<file path="src/shared/scmc_defs.svh">
// Purpose: Constants of the system clock and mode controller.
// Assumes: One 125 MHz clock; register offsets are byte addresses.
// Notes:   Register byte lanes above bit 7 read as zero.
// Behaviour
// - Clocks via 2-stage prescaler, 21-stage divider.
// - Clear prescaler and divider on reset, stop.
// - Stage 7 input chosen by mode, selects.
// - Slow and sleep feed stage 7 from low clock.
// - Warm-up after stop from normal uses stage 6.
// - Machine cycle is four one-clock states.
// - Instructions take one to ten whole cycles.
// - Single-clock: high oscillator only, four periods.
// - Reset starts in single-clock normal mode.
// - Idle request halts CPU and watchdog only.
// - Any interrupt ends idle to normal, sleep to slow.
// - Idle release services interrupt or continues next.
// - Halt bit enters timebase-only idle state.
// - Timebase falling edge resumes single-clock normal.
// - Timebase idle release ignores timer enable bit.
// - Timebase interrupt needs three enables all one.
// - Timer enabled at entry sets interrupt latch.
// - Dual mode runs both oscillators, picks clock.
// - Dual cycle: four fast or slow periods.
// - Clock select moves CPU between clocks.
`ifndef SCMC_DEFS_SVH
`define SCMC_DEFS_SVH

`define SCMC_ADDR_CTRL_ONE   8'h00
`define SCMC_ADDR_CTRL_TWO   8'h04
`define SCMC_ADDR_TB_CTRL    8'h08
`define SCMC_ADDR_STATUS     8'h0C
`define SCMC_ADDR_IRQ_CTRL   8'h10

`define SCMC_C1_STOP         7
`define SCMC_C2_IDLE         0
`define SCMC_C2_HALT         1
`define SCMC_C2_SYS_CLOCK_SELECT        2
`define SCMC_C2_LFEN         3
`define SCMC_TB_ST7SEL       0
`define SCMC_TB_SRC_LO       1
`define SCMC_TB_SRC_HI       3
`define SCMC_TB_TEN          4
`define SCMC_IRQ_IME         0
`define SCMC_IRQ_EF          1
`define SCMC_IRQ_LATCH       2
`define SCMC_ST_MODE_HI      3
`define SCMC_ST_MST_LO       4
`define SCMC_ST_MST_HI       5

`define SCMC_PRE_W           2
`define SCMC_LOW_W           6
`define SCMC_HIGH_W          15
`define SCMC_DIV_W           21
`define SCMC_MST_LAST        2'h3
`define SCMC_TB_TAP_BASE     5'h06
`define SCMC_TB_TAP_STEP     5'h02
`define SCMC_WARM_TAP_DEF    20
`define SCMC_RESP_OKAY       2'h0
`define SCMC_RESP_SLVERR     2'h2

`endif

</file>
<file path="src/shared/scmc_pkg.sv">
// Purpose: Types of the system clock and mode controller.
// Assumes: Constants come from scmc_defs.svh.
// Notes:   Mode codes are numbered from zero in declaration order.
package scmc_pkg;
	typedef enum logic [3:0] {
		single_normal,
		single_idle,
		timebase_only_idle,
		dual_normal,
		dual_idle,
		slow_both_osc,
		sleep_both_osc,
		stop_state,
		warmup
	} scmc_mode_t;
endpackage

</file>
<file path="src/core/scmc_cnt.sv">
// Purpose: Binary counter segment of the divider chain.
// Assumes: tick is a one-cycle enable.
// Notes:   carry pulses when the segment wraps.
module scmc_cnt #(
	parameter int W = 2
) (
	// Clock and reset
	input  wire logic         aclk,
	input  wire logic         aresetn,
	// Count control
	input  wire logic         clr,
	input  wire logic         tick,
	// Count state
	output logic [W-1:0]      q,
	output logic              carry
);
	always_ff @(posedge aclk) begin
		if (!aresetn || clr) begin
			q <= '0;
		end else if (tick) begin
			q <= q + 1'b1;
		end
	end

	assign carry = tick & (&q);
endmodule

</file>
<file path="src/core/scmc_sync.sv">
// Purpose: Two-stage synchroniser for a pin level.
// Assumes: d is asynchronous to aclk.
// Notes:   Only the second stage is visible.
module scmc_sync (
	// Clock and reset
	input  wire logic aclk,
	input  wire logic aresetn,
	// Level
	input  wire logic d,
	output logic      q
);
	logic meta_q;

	always_ff @(posedge aclk) begin
		if (!aresetn) begin
			meta_q <= 1'b0;
			q      <= 1'b0;
		end else begin
			meta_q <= d;
			q      <= meta_q;
		end
	end
endmodule

</file>
<file path="src/core/scmc_top.sv">
// Purpose: Timing generator and operating-mode control with AXI4-Lite registers.
// Assumes: aclk is the high-frequency basic clock; low clock arrives on a pin.
// Notes:   Stop release pin is active low; interrupts are levels.
//
// Register access over AXI4-Lite and the placing of the registers are this design's own decisions.
`include "scmc_defs.svh"

module scmc_top
	import scmc_pkg::*;
#(
	parameter int WARM_TAP = `SCMC_WARM_TAP_DEF
) (
	// Clock and reset
	input  wire logic        aclk,
	input  wire logic        aresetn,
	// AXI4-Lite write
	input  wire logic [7:0]  awaddr,
	input  wire logic        awvalid,
	output logic             awready,
	input  wire logic [31:0] wdata,
	input  wire logic [3:0]  wstrb,
	input  wire logic        wvalid,
	output logic             wready,
	output logic [1:0]       bresp,
	output logic             bvalid,
	input  wire logic        bready,
	// AXI4-Lite read
	input  wire logic [7:0]  araddr,
	input  wire logic        arvalid,
	output logic             arready,
	output logic [31:0]      rdata,
	output logic [1:0]       rresp,
	output logic             rvalid,
	input  wire logic        rready,
	// Pins
	input  wire logic        lowfreq_osc_in,
	input  wire logic        stop_release_n,
	input  wire logic        ext_irq,
	// Core side
	input  wire logic        periph_irq,
	output logic             hf_osc_enable,
	output logic             lf_osc_enable,
	output logic             lf_pins_port,
	output logic             cpu_run,
	output logic             wdt_run,
	output logic             periph_run,
	output logic             tbt_run,
	output logic             main_clk_tick,
	output logic [1:0]       machine_state,
	output logic [20:0]      divider_state,
	output logic             irq_take,
	output logic             resume_next,
	output logic             timebase_irq_latch,
	output logic             timebase_irq_take
);
	scmc_mode_t mode_q, mode_d, ret_mode_q;
	logic       lf_s, lf_prev_q, ext_irq_s, stop_rel_n_s;
	logic       stop_req_q, idle_req_q, timing_gen_halt_q, sys_clock_select_q, lf_en_q;
	logic       stage7_source_select_q, timebase_timer_enable_q;
	logic [2:0] timebase_source_select_q;
	logic       irq_master_enable_q, timebase_irq_enable_q, tb_latch_q, tb_armed_q;
	logic       from_normal_q, tb_tap_prev_q;
	logic [1:0] mst_q;
	logic       main_tick_q;
	logic [`SCMC_PRE_W-1:0]  pre_q;
	logic [`SCMC_LOW_W-1:0]  low_q;
	logic [`SCMC_HIGH_W-1:0] high_q;
	logic [`SCMC_DIV_W-1:0]  div;
	logic       pre_c, low_c, high_c, st7_tick, div_clr;
	logic       slow_like, lf_run, hf_run, lf_tick, main_tick, cycle_end, wake;
	logic       take_stop, take_idle, take_halt, tb_fall, tb_tap, idle_exit, tb_exit;
	logic [4:0] tb_idx;
	logic       aw_q, w_q, ar_ok;
	logic [7:0] awaddr_q, wbyte_q;
	logic       wr_go;

	scmc_sync u_sync_lf (.aclk(aclk), .aresetn(aresetn), .d(lowfreq_osc_in), .q(lf_s));
	scmc_sync u_sync_ext (.aclk(aclk), .aresetn(aresetn), .d(ext_irq), .q(ext_irq_s));
	scmc_sync u_sync_stp (.aclk(aclk), .aresetn(aresetn), .d(stop_release_n), .q(stop_rel_n_s));

	assign slow_like = (mode_q == slow_both_osc) || (mode_q == sleep_both_osc);
	assign lf_run    = lf_en_q && (mode_q != stop_state);
	// high oscillator runs except in stop.
	assign hf_run    = (mode_q != stop_state);
	assign lf_tick   = lf_run && lf_s && !lf_prev_q;
	assign main_tick = slow_like ? lf_tick : hf_run;
	assign cycle_end = main_tick && (mst_q == `SCMC_MST_LAST);
	assign wake      = periph_irq || ext_irq_s;

	always_comb begin
		if (slow_like) begin
			// low clock in slow and sleep.
			st7_tick = lf_tick;
		end else if ((mode_q == warmup) && from_normal_q) begin
			st7_tick = low_c;
		end else if (stage7_source_select_q) begin
			st7_tick = lf_tick;
		end else begin
			st7_tick = low_c;
		end
	end

	scmc_cnt #(.W(`SCMC_PRE_W)) u_pre (.aclk(aclk), .aresetn(aresetn), .clr(div_clr),
		.tick(hf_run && !slow_like), .q(pre_q), .carry(pre_c));
	scmc_cnt #(.W(`SCMC_LOW_W)) u_low (.aclk(aclk), .aresetn(aresetn), .clr(div_clr),
		.tick(pre_c), .q(low_q), .carry(low_c));
	scmc_cnt #(.W(`SCMC_HIGH_W)) u_high (.aclk(aclk), .aresetn(aresetn), .clr(div_clr),
		.tick(st7_tick), .q(high_q), .carry(high_c));
	assign div = {high_q, low_q};

	assign tb_idx = 5'(`SCMC_TB_TAP_BASE + `SCMC_TB_TAP_STEP * {2'h0, timebase_source_select_q});
	assign tb_tap = div[tb_idx];
	assign tb_fall = tb_tap_prev_q && !tb_tap;

	// Mode transitions; cycle-aligned requests wait for the end of S3.
	always_comb begin
		mode_d    = mode_q;
		take_stop = 1'b0;
		take_idle = 1'b0;
		take_halt = 1'b0;
		case (mode_q)
			single_normal: begin
				if (cycle_end) begin
					if (stop_req_q) begin
						mode_d    = stop_state;
						take_stop = 1'b1;
					end else if (timing_gen_halt_q) begin
						mode_d    = timebase_only_idle;
						take_halt = 1'b1;
					end else if (idle_req_q) begin
						mode_d    = single_idle;
						take_idle = 1'b1;
					end else if (lf_en_q) begin
						mode_d = dual_normal;
					end
				end
			end
			single_idle: begin
				if (wake) begin
					mode_d = single_normal;
				end
			end
			timebase_only_idle: begin
				if (tb_fall) begin
					mode_d = single_normal;
				end
			end
			dual_normal: begin
				if (cycle_end) begin
					if (stop_req_q) begin
						mode_d    = stop_state;
						take_stop = 1'b1;
					end else if (idle_req_q) begin
						mode_d    = dual_idle;
						take_idle = 1'b1;
					end else if (sys_clock_select_q) begin
						mode_d = slow_both_osc;
					end else if (!lf_en_q) begin
						mode_d = single_normal;
					end
				end
			end
			dual_idle: begin
				if (wake) begin
					mode_d = dual_normal;
				end
			end
			slow_both_osc: begin
				if (cycle_end) begin
					if (stop_req_q) begin
						mode_d    = stop_state;
						take_stop = 1'b1;
					end else if (idle_req_q) begin
						mode_d    = sleep_both_osc;
						take_idle = 1'b1;
					end else if (!sys_clock_select_q) begin
						mode_d = dual_normal;
					end
				end
			end
			sleep_both_osc: begin
				if (wake) begin
					mode_d = slow_both_osc;
				end
			end
			stop_state: begin
				if (!stop_rel_n_s) begin
					mode_d = warmup;
				end
			end
			warmup: begin
				if (div[WARM_TAP]) begin
					mode_d = ret_mode_q;
				end
			end
			default: begin
				mode_d = single_normal;
			end
		endcase
	end

	// clear on stop entry and release.
	assign div_clr = ((mode_q != stop_state) && (mode_d == stop_state))
		|| ((mode_q == stop_state) && (mode_d == warmup));
	assign idle_exit = ((mode_q == single_idle) || (mode_q == dual_idle)
		|| (mode_q == sleep_both_osc)) && wake;
	assign tb_exit = (mode_q == timebase_only_idle) && tb_fall;

	always_ff @(posedge aclk) begin
		if (!aresetn) begin
			mode_q        <= single_normal;
			ret_mode_q    <= single_normal;
			from_normal_q <= 1'b0;
		end else begin
			mode_q <= mode_d;
			if (take_stop) begin
				ret_mode_q    <= mode_q;
				from_normal_q <= (mode_q != slow_both_osc);
			end
		end
	end

	// state counter; instructions span whole cycles.
	always_ff @(posedge aclk) begin
		if (!aresetn || div_clr) begin
			mst_q       <= 2'h0;
			main_tick_q <= 1'b0;
		end else begin
			main_tick_q <= main_tick;
			if (main_tick) begin
				mst_q <= mst_q + 2'h1;
			end
		end
	end

	always_ff @(posedge aclk) begin
		if (!aresetn) begin
			lf_prev_q     <= 1'b0;
			tb_tap_prev_q <= 1'b0;
		end else begin
			lf_prev_q     <= lf_s;
			tb_tap_prev_q <= tb_tap;
		end
	end

	// arm at entry, set latch on return; set beats clear.
	always_ff @(posedge aclk) begin
		if (!aresetn) begin
			tb_armed_q <= 1'b0;
			tb_latch_q <= 1'b0;
		end else begin
			if (take_halt) begin
				tb_armed_q <= timebase_timer_enable_q;
			end
			if (tb_exit && tb_armed_q) begin
				tb_latch_q <= 1'b1;
			end else if (wr_go && (awaddr_q == `SCMC_ADDR_IRQ_CTRL)
					&& wbyte_q[`SCMC_IRQ_LATCH]) begin
				tb_latch_q <= 1'b0;
			end
		end
	end

	// Control registers; request bits self-clear when taken.
	always_ff @(posedge aclk) begin
		if (!aresetn) begin
			stop_req_q               <= 1'b0;
			idle_req_q               <= 1'b0;
			timing_gen_halt_q        <= 1'b0;
			sys_clock_select_q       <= 1'b0;
			lf_en_q                  <= 1'b0;
			stage7_source_select_q   <= 1'b0;
			timebase_source_select_q <= 3'h0;
			timebase_timer_enable_q  <= 1'b0;
			irq_master_enable_q      <= 1'b0;
			timebase_irq_enable_q    <= 1'b0;
		end else begin
			if (take_stop) begin
				stop_req_q <= 1'b0;
			end
			if (take_idle) begin
				idle_req_q <= 1'b0;
			end
			if (take_halt) begin
				timing_gen_halt_q <= 1'b0;
			end
			if (wr_go) begin
				if (awaddr_q == `SCMC_ADDR_CTRL_ONE) begin
					stop_req_q <= wbyte_q[`SCMC_C1_STOP];
				end else if (awaddr_q == `SCMC_ADDR_CTRL_TWO) begin
					idle_req_q         <= wbyte_q[`SCMC_C2_IDLE];
					timing_gen_halt_q  <= wbyte_q[`SCMC_C2_HALT];
					sys_clock_select_q <= wbyte_q[`SCMC_C2_SYS_CLOCK_SELECT];
					lf_en_q            <= wbyte_q[`SCMC_C2_LFEN];
				end else if (awaddr_q == `SCMC_ADDR_TB_CTRL) begin
					stage7_source_select_q   <= wbyte_q[`SCMC_TB_ST7SEL];
					timebase_source_select_q <= wbyte_q[`SCMC_TB_SRC_HI:`SCMC_TB_SRC_LO];
					timebase_timer_enable_q  <= wbyte_q[`SCMC_TB_TEN];
				end else if (awaddr_q == `SCMC_ADDR_IRQ_CTRL) begin
					irq_master_enable_q   <= wbyte_q[`SCMC_IRQ_IME];
					timebase_irq_enable_q <= wbyte_q[`SCMC_IRQ_EF];
				end
			end
		end
	end

	// oscillator and run outputs follow the next mode; the pin output is the inverse of the low-oscillator enable bit.
	always_ff @(posedge aclk) begin
		if (!aresetn) begin
			hf_osc_enable <= 1'b1;
			lf_osc_enable <= 1'b0;
			lf_pins_port  <= 1'b1;
			cpu_run       <= 1'b1;
			wdt_run       <= 1'b1;
			periph_run    <= 1'b1;
			tbt_run       <= 1'b1;
		end else begin
			hf_osc_enable <= (mode_d != stop_state);
			lf_osc_enable <= lf_en_q && (mode_d != stop_state);
			lf_pins_port  <= !lf_en_q;
			cpu_run       <= (mode_d == single_normal) || (mode_d == dual_normal)
				|| (mode_d == slow_both_osc);
			wdt_run       <= (mode_d == single_normal) || (mode_d == dual_normal)
				|| (mode_d == slow_both_osc);
			periph_run    <= (mode_d != timebase_only_idle) && (mode_d != stop_state)
				&& (mode_d != warmup);
			tbt_run       <= (mode_d != stop_state) && (mode_d != warmup);
		end
	end

	always_ff @(posedge aclk) begin
		if (!aresetn) begin
			irq_take          <= 1'b0;
			resume_next       <= 1'b0;
			timebase_irq_take <= 1'b0;
		end else begin
			irq_take          <= idle_exit && irq_master_enable_q;
			resume_next       <= idle_exit && !irq_master_enable_q;
			timebase_irq_take <= tb_exit && tb_armed_q && irq_master_enable_q
				&& timebase_irq_enable_q && timebase_timer_enable_q;
		end
	end

	assign main_clk_tick      = main_tick_q;
	assign machine_state      = mst_q;
	assign divider_state      = div;
	assign timebase_irq_latch = tb_latch_q;

	// AXI4-Lite slave: address and data taken in either order.
	assign wr_go = aw_q && w_q && !bvalid;
	assign ar_ok = (araddr == `SCMC_ADDR_CTRL_ONE) || (araddr == `SCMC_ADDR_CTRL_TWO)
		|| (araddr == `SCMC_ADDR_TB_CTRL) || (araddr == `SCMC_ADDR_STATUS)
		|| (araddr == `SCMC_ADDR_IRQ_CTRL);
	assign awready = !aw_q;
	assign wready  = !w_q;
	assign arready = !rvalid;

	always_ff @(posedge aclk) begin
		if (!aresetn) begin
			aw_q     <= 1'b0;
			w_q      <= 1'b0;
			awaddr_q <= 8'h00;
			wbyte_q  <= 8'h00;
			bvalid   <= 1'b0;
			bresp    <= `SCMC_RESP_OKAY;
		end else begin
			if (awvalid && !aw_q) begin
				aw_q     <= 1'b1;
				awaddr_q <= awaddr;
			end
			if (wvalid && !w_q) begin
				w_q     <= 1'b1;
				wbyte_q <= wstrb[0] ? wdata[7:0] : 8'h00;
			end
			if (wr_go) begin
				aw_q   <= 1'b0;
				w_q    <= 1'b0;
				bvalid <= 1'b1;
				bresp  <= ((awaddr_q == `SCMC_ADDR_STATUS) || (awaddr_q[1:0] != 2'h0)
					|| (awaddr_q > `SCMC_ADDR_IRQ_CTRL)) ? `SCMC_RESP_SLVERR : `SCMC_RESP_OKAY;
			end else if (bvalid && bready) begin
				bvalid <= 1'b0;
			end
		end
	end

	always_ff @(posedge aclk) begin
		if (!aresetn) begin
			rvalid <= 1'b0;
			rdata  <= 32'h0000_0000;
			rresp  <= `SCMC_RESP_OKAY;
		end else if (arvalid && !rvalid) begin
			rvalid <= 1'b1;
			rresp  <= ar_ok ? `SCMC_RESP_OKAY : `SCMC_RESP_SLVERR;
			rdata  <= 32'h0000_0000;
			if (araddr == `SCMC_ADDR_CTRL_ONE) begin
				rdata[`SCMC_C1_STOP] <= stop_req_q;
			end else if (araddr == `SCMC_ADDR_CTRL_TWO) begin
				rdata[3:0] <= {lf_en_q, sys_clock_select_q, timing_gen_halt_q, idle_req_q};
			end else if (araddr == `SCMC_ADDR_TB_CTRL) begin
				rdata[4:0] <= {timebase_timer_enable_q, timebase_source_select_q,
					stage7_source_select_q};
			end else if (araddr == `SCMC_ADDR_STATUS) begin
				rdata[`SCMC_ST_MODE_HI:0] <= mode_q;
				rdata[`SCMC_ST_MST_HI:`SCMC_ST_MST_LO] <= mst_q;
			end else if (araddr == `SCMC_ADDR_IRQ_CTRL) begin
				rdata[2:0] <= {tb_latch_q, timebase_irq_enable_q, irq_master_enable_q};
			end
		end else if (rready) begin
			rvalid <= 1'b0;
		end
	end
endmodule

</file>
<file path="config.mk">
export PLATFORM = sky130hd
export DESIGN_NAME = scmc_top
export DESIGN_NICKNAME = d
export VERILOG_FILES = /design/src/shared/scmc_pkg.sv /design/src/core/scmc_cnt.sv /design/src/core/scmc_sync.sv /design/src/core/scmc_top.sv
export VERILOG_INCLUDE_DIRS = /design/src /design/src/shared
export SDC_FILE = /design/constraint.sdc
export NUM_CORES = 1
export LEC_CHECK = 0
export BUFFER_PORTS_ARGS = -buffer_cell sky130_fd_sc_hd__buf_2
export CAP_MARGIN = 10
export CORE_ASPECT_RATIO = 0.6
export CORE_MARGIN = 4
export CORE_UTILIZATION = 40
export DETAILED_ROUTE_END_ITERATION = 16
export PLACE_DENSITY_LB_ADDON = 0.15
export SYNTH_ARGS = -nofsm -noshare
export SYNTH_HDL_FRONTEND = slang
export SYNTH_SLANG_ARGS = --single-unit
</file>
<file path="constraint.sdc">
create_clock -name aclk -period 3.23 [get_ports aclk]
set_input_delay 0.646 -clock aclk [delete_from_list [all_inputs] [get_ports aclk]]
set_output_delay 0.646 -clock aclk [all_outputs]
set_load 0.1 [all_outputs]
</file>
After elaboration in Yosys (flattened, before gate mapping)
Index checks and enable logic that the tools add are counted. Widths: inputs -> output; s select.

$add $sub $neg: 5. $mul: 0. Divide/modulo/power cells: 0. Magnitude comparators: 2. Equality and inequality tests: 26. Shift operators: 0. Muxes and demuxes: 70. Bitwise gates (word level): 6. Reductions and logical operators: 69.

Operators by type and width (count): $mux 4 (21); $mux 1 (37); $pmux 4 s9 (1); $eq 8x4->1 const B (4); $logic_and 1x1->1 (29); $eq 4x3->1 const B (6); $eq 8x3->1 const B (2); $eq 8x5->1 const B (2); $logic_not 8->1 (2); $add 15x1->15 const B (1); $logic_or 1x1->1 (14); $eq 4x2->1 const B (3); $ne 4x3->1 const B (3); $logic_not 1->1 (10); $mux 3 (3); $eq 4x4->1 const B (2); $gt 8x5->1 const B (1); $logic_not 4->1 (2); $mux 8 (1); $reduce_bool 2->1 (4); $add 6x1->6 const B (1); $lt 5x6->1 const B (1); $mux 2 (3); $mux 6 (1); 18 further kinds (24).

Register bits after elaboration: 97. Latch bits: 0. Bits in writable memories: 0. Memory bits (read-only): 0. Input port bits: 63. Output and inout port bits: 76. Word-level logic and storage cells: 224. Memories kept: 0.

Logic depth before layout (Yosys ltp)
Word-level depth: 12. Depth in mapped cells: 11. Depth with buffers taken out: 9.

Hierarchy
A second synthesis with hierarchy kept.

Cell total of the unflattened synthesis: 546. Area total of the unflattened synthesis: 4687.0 um^2.

By module, submodules not included: scmc_top (times used 1, cells an instance 417, area each 3467.1 um^2, seq. area each 1281.2 um^2); scmc_cnt at u_high (times used 1, cells an instance 79, area each 703.2 um^2, seq. area each 300.3 um^2); scmc_cnt at u_low (times used 1, cells an instance 29, area each 266.5 um^2, seq. area each 120.1 um^2); scmc_sync (times used 3, cells an instance 4, area each 52.6 um^2, seq. area each 40.0 um^2); scmc_cnt at u_pre (times used 1, cells an instance 9, area each 92.6 um^2, seq. area each 40.0 um^2).

Worst setup path before layout
Ideal clock, no wire load.

Path type: reg-to-reg. Start: register u_high.q[2]. End: register main_tick_q, in the netlist main_clk_tick. Library setup time: 130 ps. Arrival time: 2868 ps. Data required time: 3100 ps. Path slack: 232 ps. Cell stages (with the launch flop): 9. Buffers on the path: 1. Period minus slack after synthesis: 2998 ps. Cell sequence: dfxtp_1 mux2i_1 or3_1 a311oi_2 o211ai_1 o211a_2 o41ai_4 buf_6 nor2_2.

Cells in the longest elaborated chain, start to end: 10. Elaborated cells between the ends (all ways): 12. Those cells by class: eq/ne: 2; mux: 4; reduce/logical: 6.

RTL lines: from (decl) (RTL line scmc_cnt.sv:14) `output logic [W-1:0] q,`; from (signal assigned) (RTL line scmc_cnt.sv:21) `q <= q + 1'b1;`; $bmux 1 s5 * (RTL line scmc_top.sv:112) `assign tb_tap = div[tb_idx];`; $mux 1 (implied by the code) * (RTL line scmc_top.sv:112); $logic_not 1->1 * (RTL line scmc_top.sv:113) `assign tb_fall = tb_tap_prev_q && !tb_tap;`; $logic_and 1x1->1 * (RTL line scmc_top.sv:113); $mux 4 * (RTL line scmc_top.sv:144) `if (tb_fall) begin`; $pmux 4 s9 * (RTL line scmc_top.sv:121) `case (mode_q)`; $eq 4x3->1 / $eq 4x4->1 (equally long branches) (RTL line scmc_top.sv:203, scmc_top.sv:204); $logic_and 1x1->1, on equally long branches (RTL line scmc_top.sv:203, scmc_top.sv:204); $logic_or 1x1->1 * (RTL line scmc_top.sv:204) `|| ((mode_q == stop_state) && (mode_d == warmup));`; $logic_or 1x1->1 * (RTL line scmc_top.sv:225) `if (!aresetn || div_clr) begin`; to (signal assigned) (RTL line scmc_top.sv:229) `main_tick_q <= main_tick;`; to (decl) (RTL line scmc_top.sv:64) `logic main_tick_q;`.

Every way passes the cells marked *; elsewhere a longest branch is shown, timed or not. The select of a mux whose other input is x is not followed. A chain may end at the register's enable or synchronous reset.

Worst setup path after layout
Start: register timebase_source_select_q[0]. End: register u_high.q[0].

Cells in the longest elaborated chain, start to end: 11. Elaborated cells between the ends (all ways): 13. Those cells by class: add/sub: 1; eq/ne: 2; mux: 4; reduce/logical: 6.

RTL lines: from (decl) (RTL line scmc_top.sv:60) `logic [2:0] timebase_source_select_q;`; from (signal assigned) (RTL line scmc_top.sv:297) `` timebase_source_select_q <= wbyte_q[`SCMC_TB_SRC_HI:`SCMC_TB_SRC_LO]; ``; $add 3x4->5 (no line) *; $bmux 1 s5 * (RTL line scmc_top.sv:112); $mux 1 (implied by the code) * (RTL line scmc_top.sv:112); $logic_not 1->1 * (RTL line scmc_top.sv:113); $logic_and 1x1->1 * (RTL line scmc_top.sv:113); $mux 4 * (RTL line scmc_top.sv:144); $pmux 4 s9 * (RTL line scmc_top.sv:121); $eq 4x3->1 / $eq 4x4->1 (equally long branches) (RTL line scmc_top.sv:203, scmc_top.sv:204); $logic_and 1x1->1, on equally long branches (RTL line scmc_top.sv:203, scmc_top.sv:204); $logic_or 1x1->1 * (RTL line scmc_top.sv:204); $logic_or 1x1->1 * (RTL line scmc_cnt.sv:18) `if (!aresetn || clr) begin`.

Marked as above.

==> results.toml <==
[synthesis]
yosys_register_bits = 93
ys_seq_area_share_pct = 40.3
yosys.area.top_type = "dfxtp_1"
synth_common_cells = "dfxtp_1, nor2_1, nand2_1"
synth_edf_count = 0
synthFlopType = "dfxtp_1"
synth_cell_types = 62
ys_async_sr_fraction_pct = 0
netlist_top_cells_area = "dfxtp_1, mux2i_1, nor2_1"
syn_avg_cell_area_sq_um = 8.49
syn_inst = 544
synth_area_sq_mm = 0.00462
yosys.area.top_type_share_pct = 40.3
yosys_warnings = 0
synthMostInstantiatedCell = "dfxtp_1"

[pwr]
p_leak_nw = 2.24
p_total_mw = 2.92
pwr-share-comb_pct = 19.7
p_sw_share_pct = 31.6
internal_power_mw = 2.00
ir_drop_uv = 380
clock_power_share_pct = 38.3
power_density_mw_per_mm2 = 543
p_switching_mw = 0.924
seqPwrFrac_pct = 42.0

[run]
cap_violations = 0

[global_route]
grtUsageMet2_pct = 24.9
grt_overflow = 0
grt_use_met3_pct = 4.64
grt_usage_pct = 17.5
grt_pass1_wl_mm = 19.1
grt_max_degree = 39
grt_pass1_vias = 3797
grt_use_met1_pct = 26.2
grt_most_used_layer = "met1"
antenna_found_initial = 0

[worst_setup_path]
endpoint_kind = "register"
crit_fanout = 26
cp-start-kind = "register"
cp_data_arrival_time_ns = 3.13
cp.required_ns = 3.46
critPathKind = "reg -> reg"

[clocking]
clk_latency_ns = 0.34
cts_hold_buf = 0
cts_resized = 0
clk_pin_slew_worst_paths_ns = 0.06
cts_buffers = 9
cts-htree-levels = 3
cts_tree = "built"
clockRootBuffer = "clkbuf_16"
post_cts.repair.setup_buffers = 0
cts_buffer_depth = 2
cts_sinks = 93

[die]
design.core.area_sq_mm = 0.0113
row_count = 30
start_util_pct = 40.9
boundaryPins = 139
fp.dieW_microns = 147
die_h_microns = 91.2
die-area_sq_mm = 0.0134

[routing]
drc_errors = 0
via_count = 3991
viasPerCell = 5.11
drt-wirelength-per-cell_microns = 14.7
first_iter_violations = 162
wl_mm = 11.4
first_pass_iters = 5
final_antenna_net_count = 0

[timing]
final.period_utilization_pct = 89.8
skew_ns = 0.00561
setup_tns_ns = 0
rsz0062_at_grt = "no"
period_minus_slack_ns = 2.90
hold_viol = 0
drv_slew = 0
worstMarginPinSlew_ns = 0.866
fmax_ghz = 0.345
setup_viol = 0
relSlewSlack_pct = 42.1

[layout]
layout.nets = 685
fillerInstances = 1116
diodes = 0
area_growth_pct = 16.6
drive_above_1_share_pct = 20.9

[status]
status = "completed"

[placed_design]
gp_congestion = 0.840
place.port_buffers = 82
dpl.hpwl_mm = 8.56

[hold_path]
hold_path.class = "reg -> reg"
[worst max-delay path, cell delays in order (launching register included)]
cell and delay, ns:
dfxtp_1 0.34, inv_2 0.05, ha_1 0.47, mux2i_1 0.13
or3_1 0.34, a311oi_2 0.31, o211ai_1 0.19, o211a_2 0.25
o41ai_4 0.40, buf_12 0.22, nor2_1 0.06
[stage by stage]
stage | std cells | hold slack (ns) | instance area (sq um) | util, % | setup WS, ns
6_report | 781 | 0.433 | 5380 | 47.7 | 0.330
5_1_grt | 781 | 0.437 | 5380 | 47.7 | 0.00888
4_1_cts | 781 | 0.434 | 5380 | 47.7 | 0.328
3_5_place_dp | 766 | 0.421 | 5070 | 44.9 | 0.332
3_3_place_gp | 766 | 0.416 | 5070 | 44.9 | 0.414
2_1_floorplan | 570 | 0.405 | 4710 | - | 0.232
[registers in the layout, indices dropped and copies added, names as in the netlist, 2 cells and up]
name                      flops
mode_q                        4
awaddr_q                      8
ret_mode_q                    4
rdata                         7
u_pre.q                       2
u_low.q                       6
machine_state                 2
timebase_source_select_q      3
u_high.q                     15
wbyte_q                       6
[final cells by class]
class | count | area, sq um | share of cell area, %
clock buffer | 11 | 243 | 4.51
sequential | 93 | 1860 | 34.6
tap | 160 | 200 | 3.72
multi-input combinational | 404 | 2440 | 45.4
clock inverter | 4 | 72.6 | 1.35
inverter | 17 | 63.8 | 1.19
timing repair buffer | 92 | 498 | 9.25
[power by group through the flow]
stage	registers (mW)	logic [mW]	clock network, mW
3_5_place_dp	1.25	0.574	0
5_1_grt	1.23	0.616	1.20
4_1_cts	1.23	0.576	1.15
3_3_place_gp	1.25	0.570	0
2_1_floorplan	1.33	0.423	0
6_report	1.23	0.577	1.12
[layer usage]
| layer | vias up | wire (microns) |
|---|---|---|
| met3 | 12 | 762 |
| met1 | 1864 | 5970 |
| met2 | 129 | 4620 |
| li1 | 1986 | - |
| met4 | 0 | 97 |
| met5 | - | 0 |
[worst paths after layout]
check | slack [ns] | to | startpoint | cells past startpoint
setup / recovery | 0.33 | u_high.q[0] | timebase_source_select_q[0] | 10
hold / removal | 0.43 | ret_mode_q[3] | ret_mode_q[3] | 2
setup reg to reg | 0.33 | u_high.q[0] | timebase_source_select_q[0] | 10
hold reg to reg | 0.43 | ret_mode_q[3] | ret_mode_q[3] | 2
[cells by family (layout without fill, tap and decap cells)]
logic type      after synthesis  after routing  synth area share (%)
xor+xnor                     20             20                  3.79
compound gates               96             96                  14.2
flops                        93             93                  40.3
other cells                   1             27                0.0812
mux                          30             30                  6.56
fa+ha+maj                     5              5                  1.36
buf+inv                      73            124                  8.83
simple gates                226            226                  24.9
[layout by cell type (no fill, tap or decap), types with 10 or more instances in the layout]
cell and n:
dfxtp_1 93, buf_2 82, nor2_1 71, nand2_1 44, a21oi_1 32, mux2i_1 28, conb_1 27, nand4_1 16
o21ai_0 16, xor2_1 15, inv_1 15, nor2b_1 12, nand3_1 11, nor2_2 10, and2_1 10
Power figures use the tool's default switching activity.
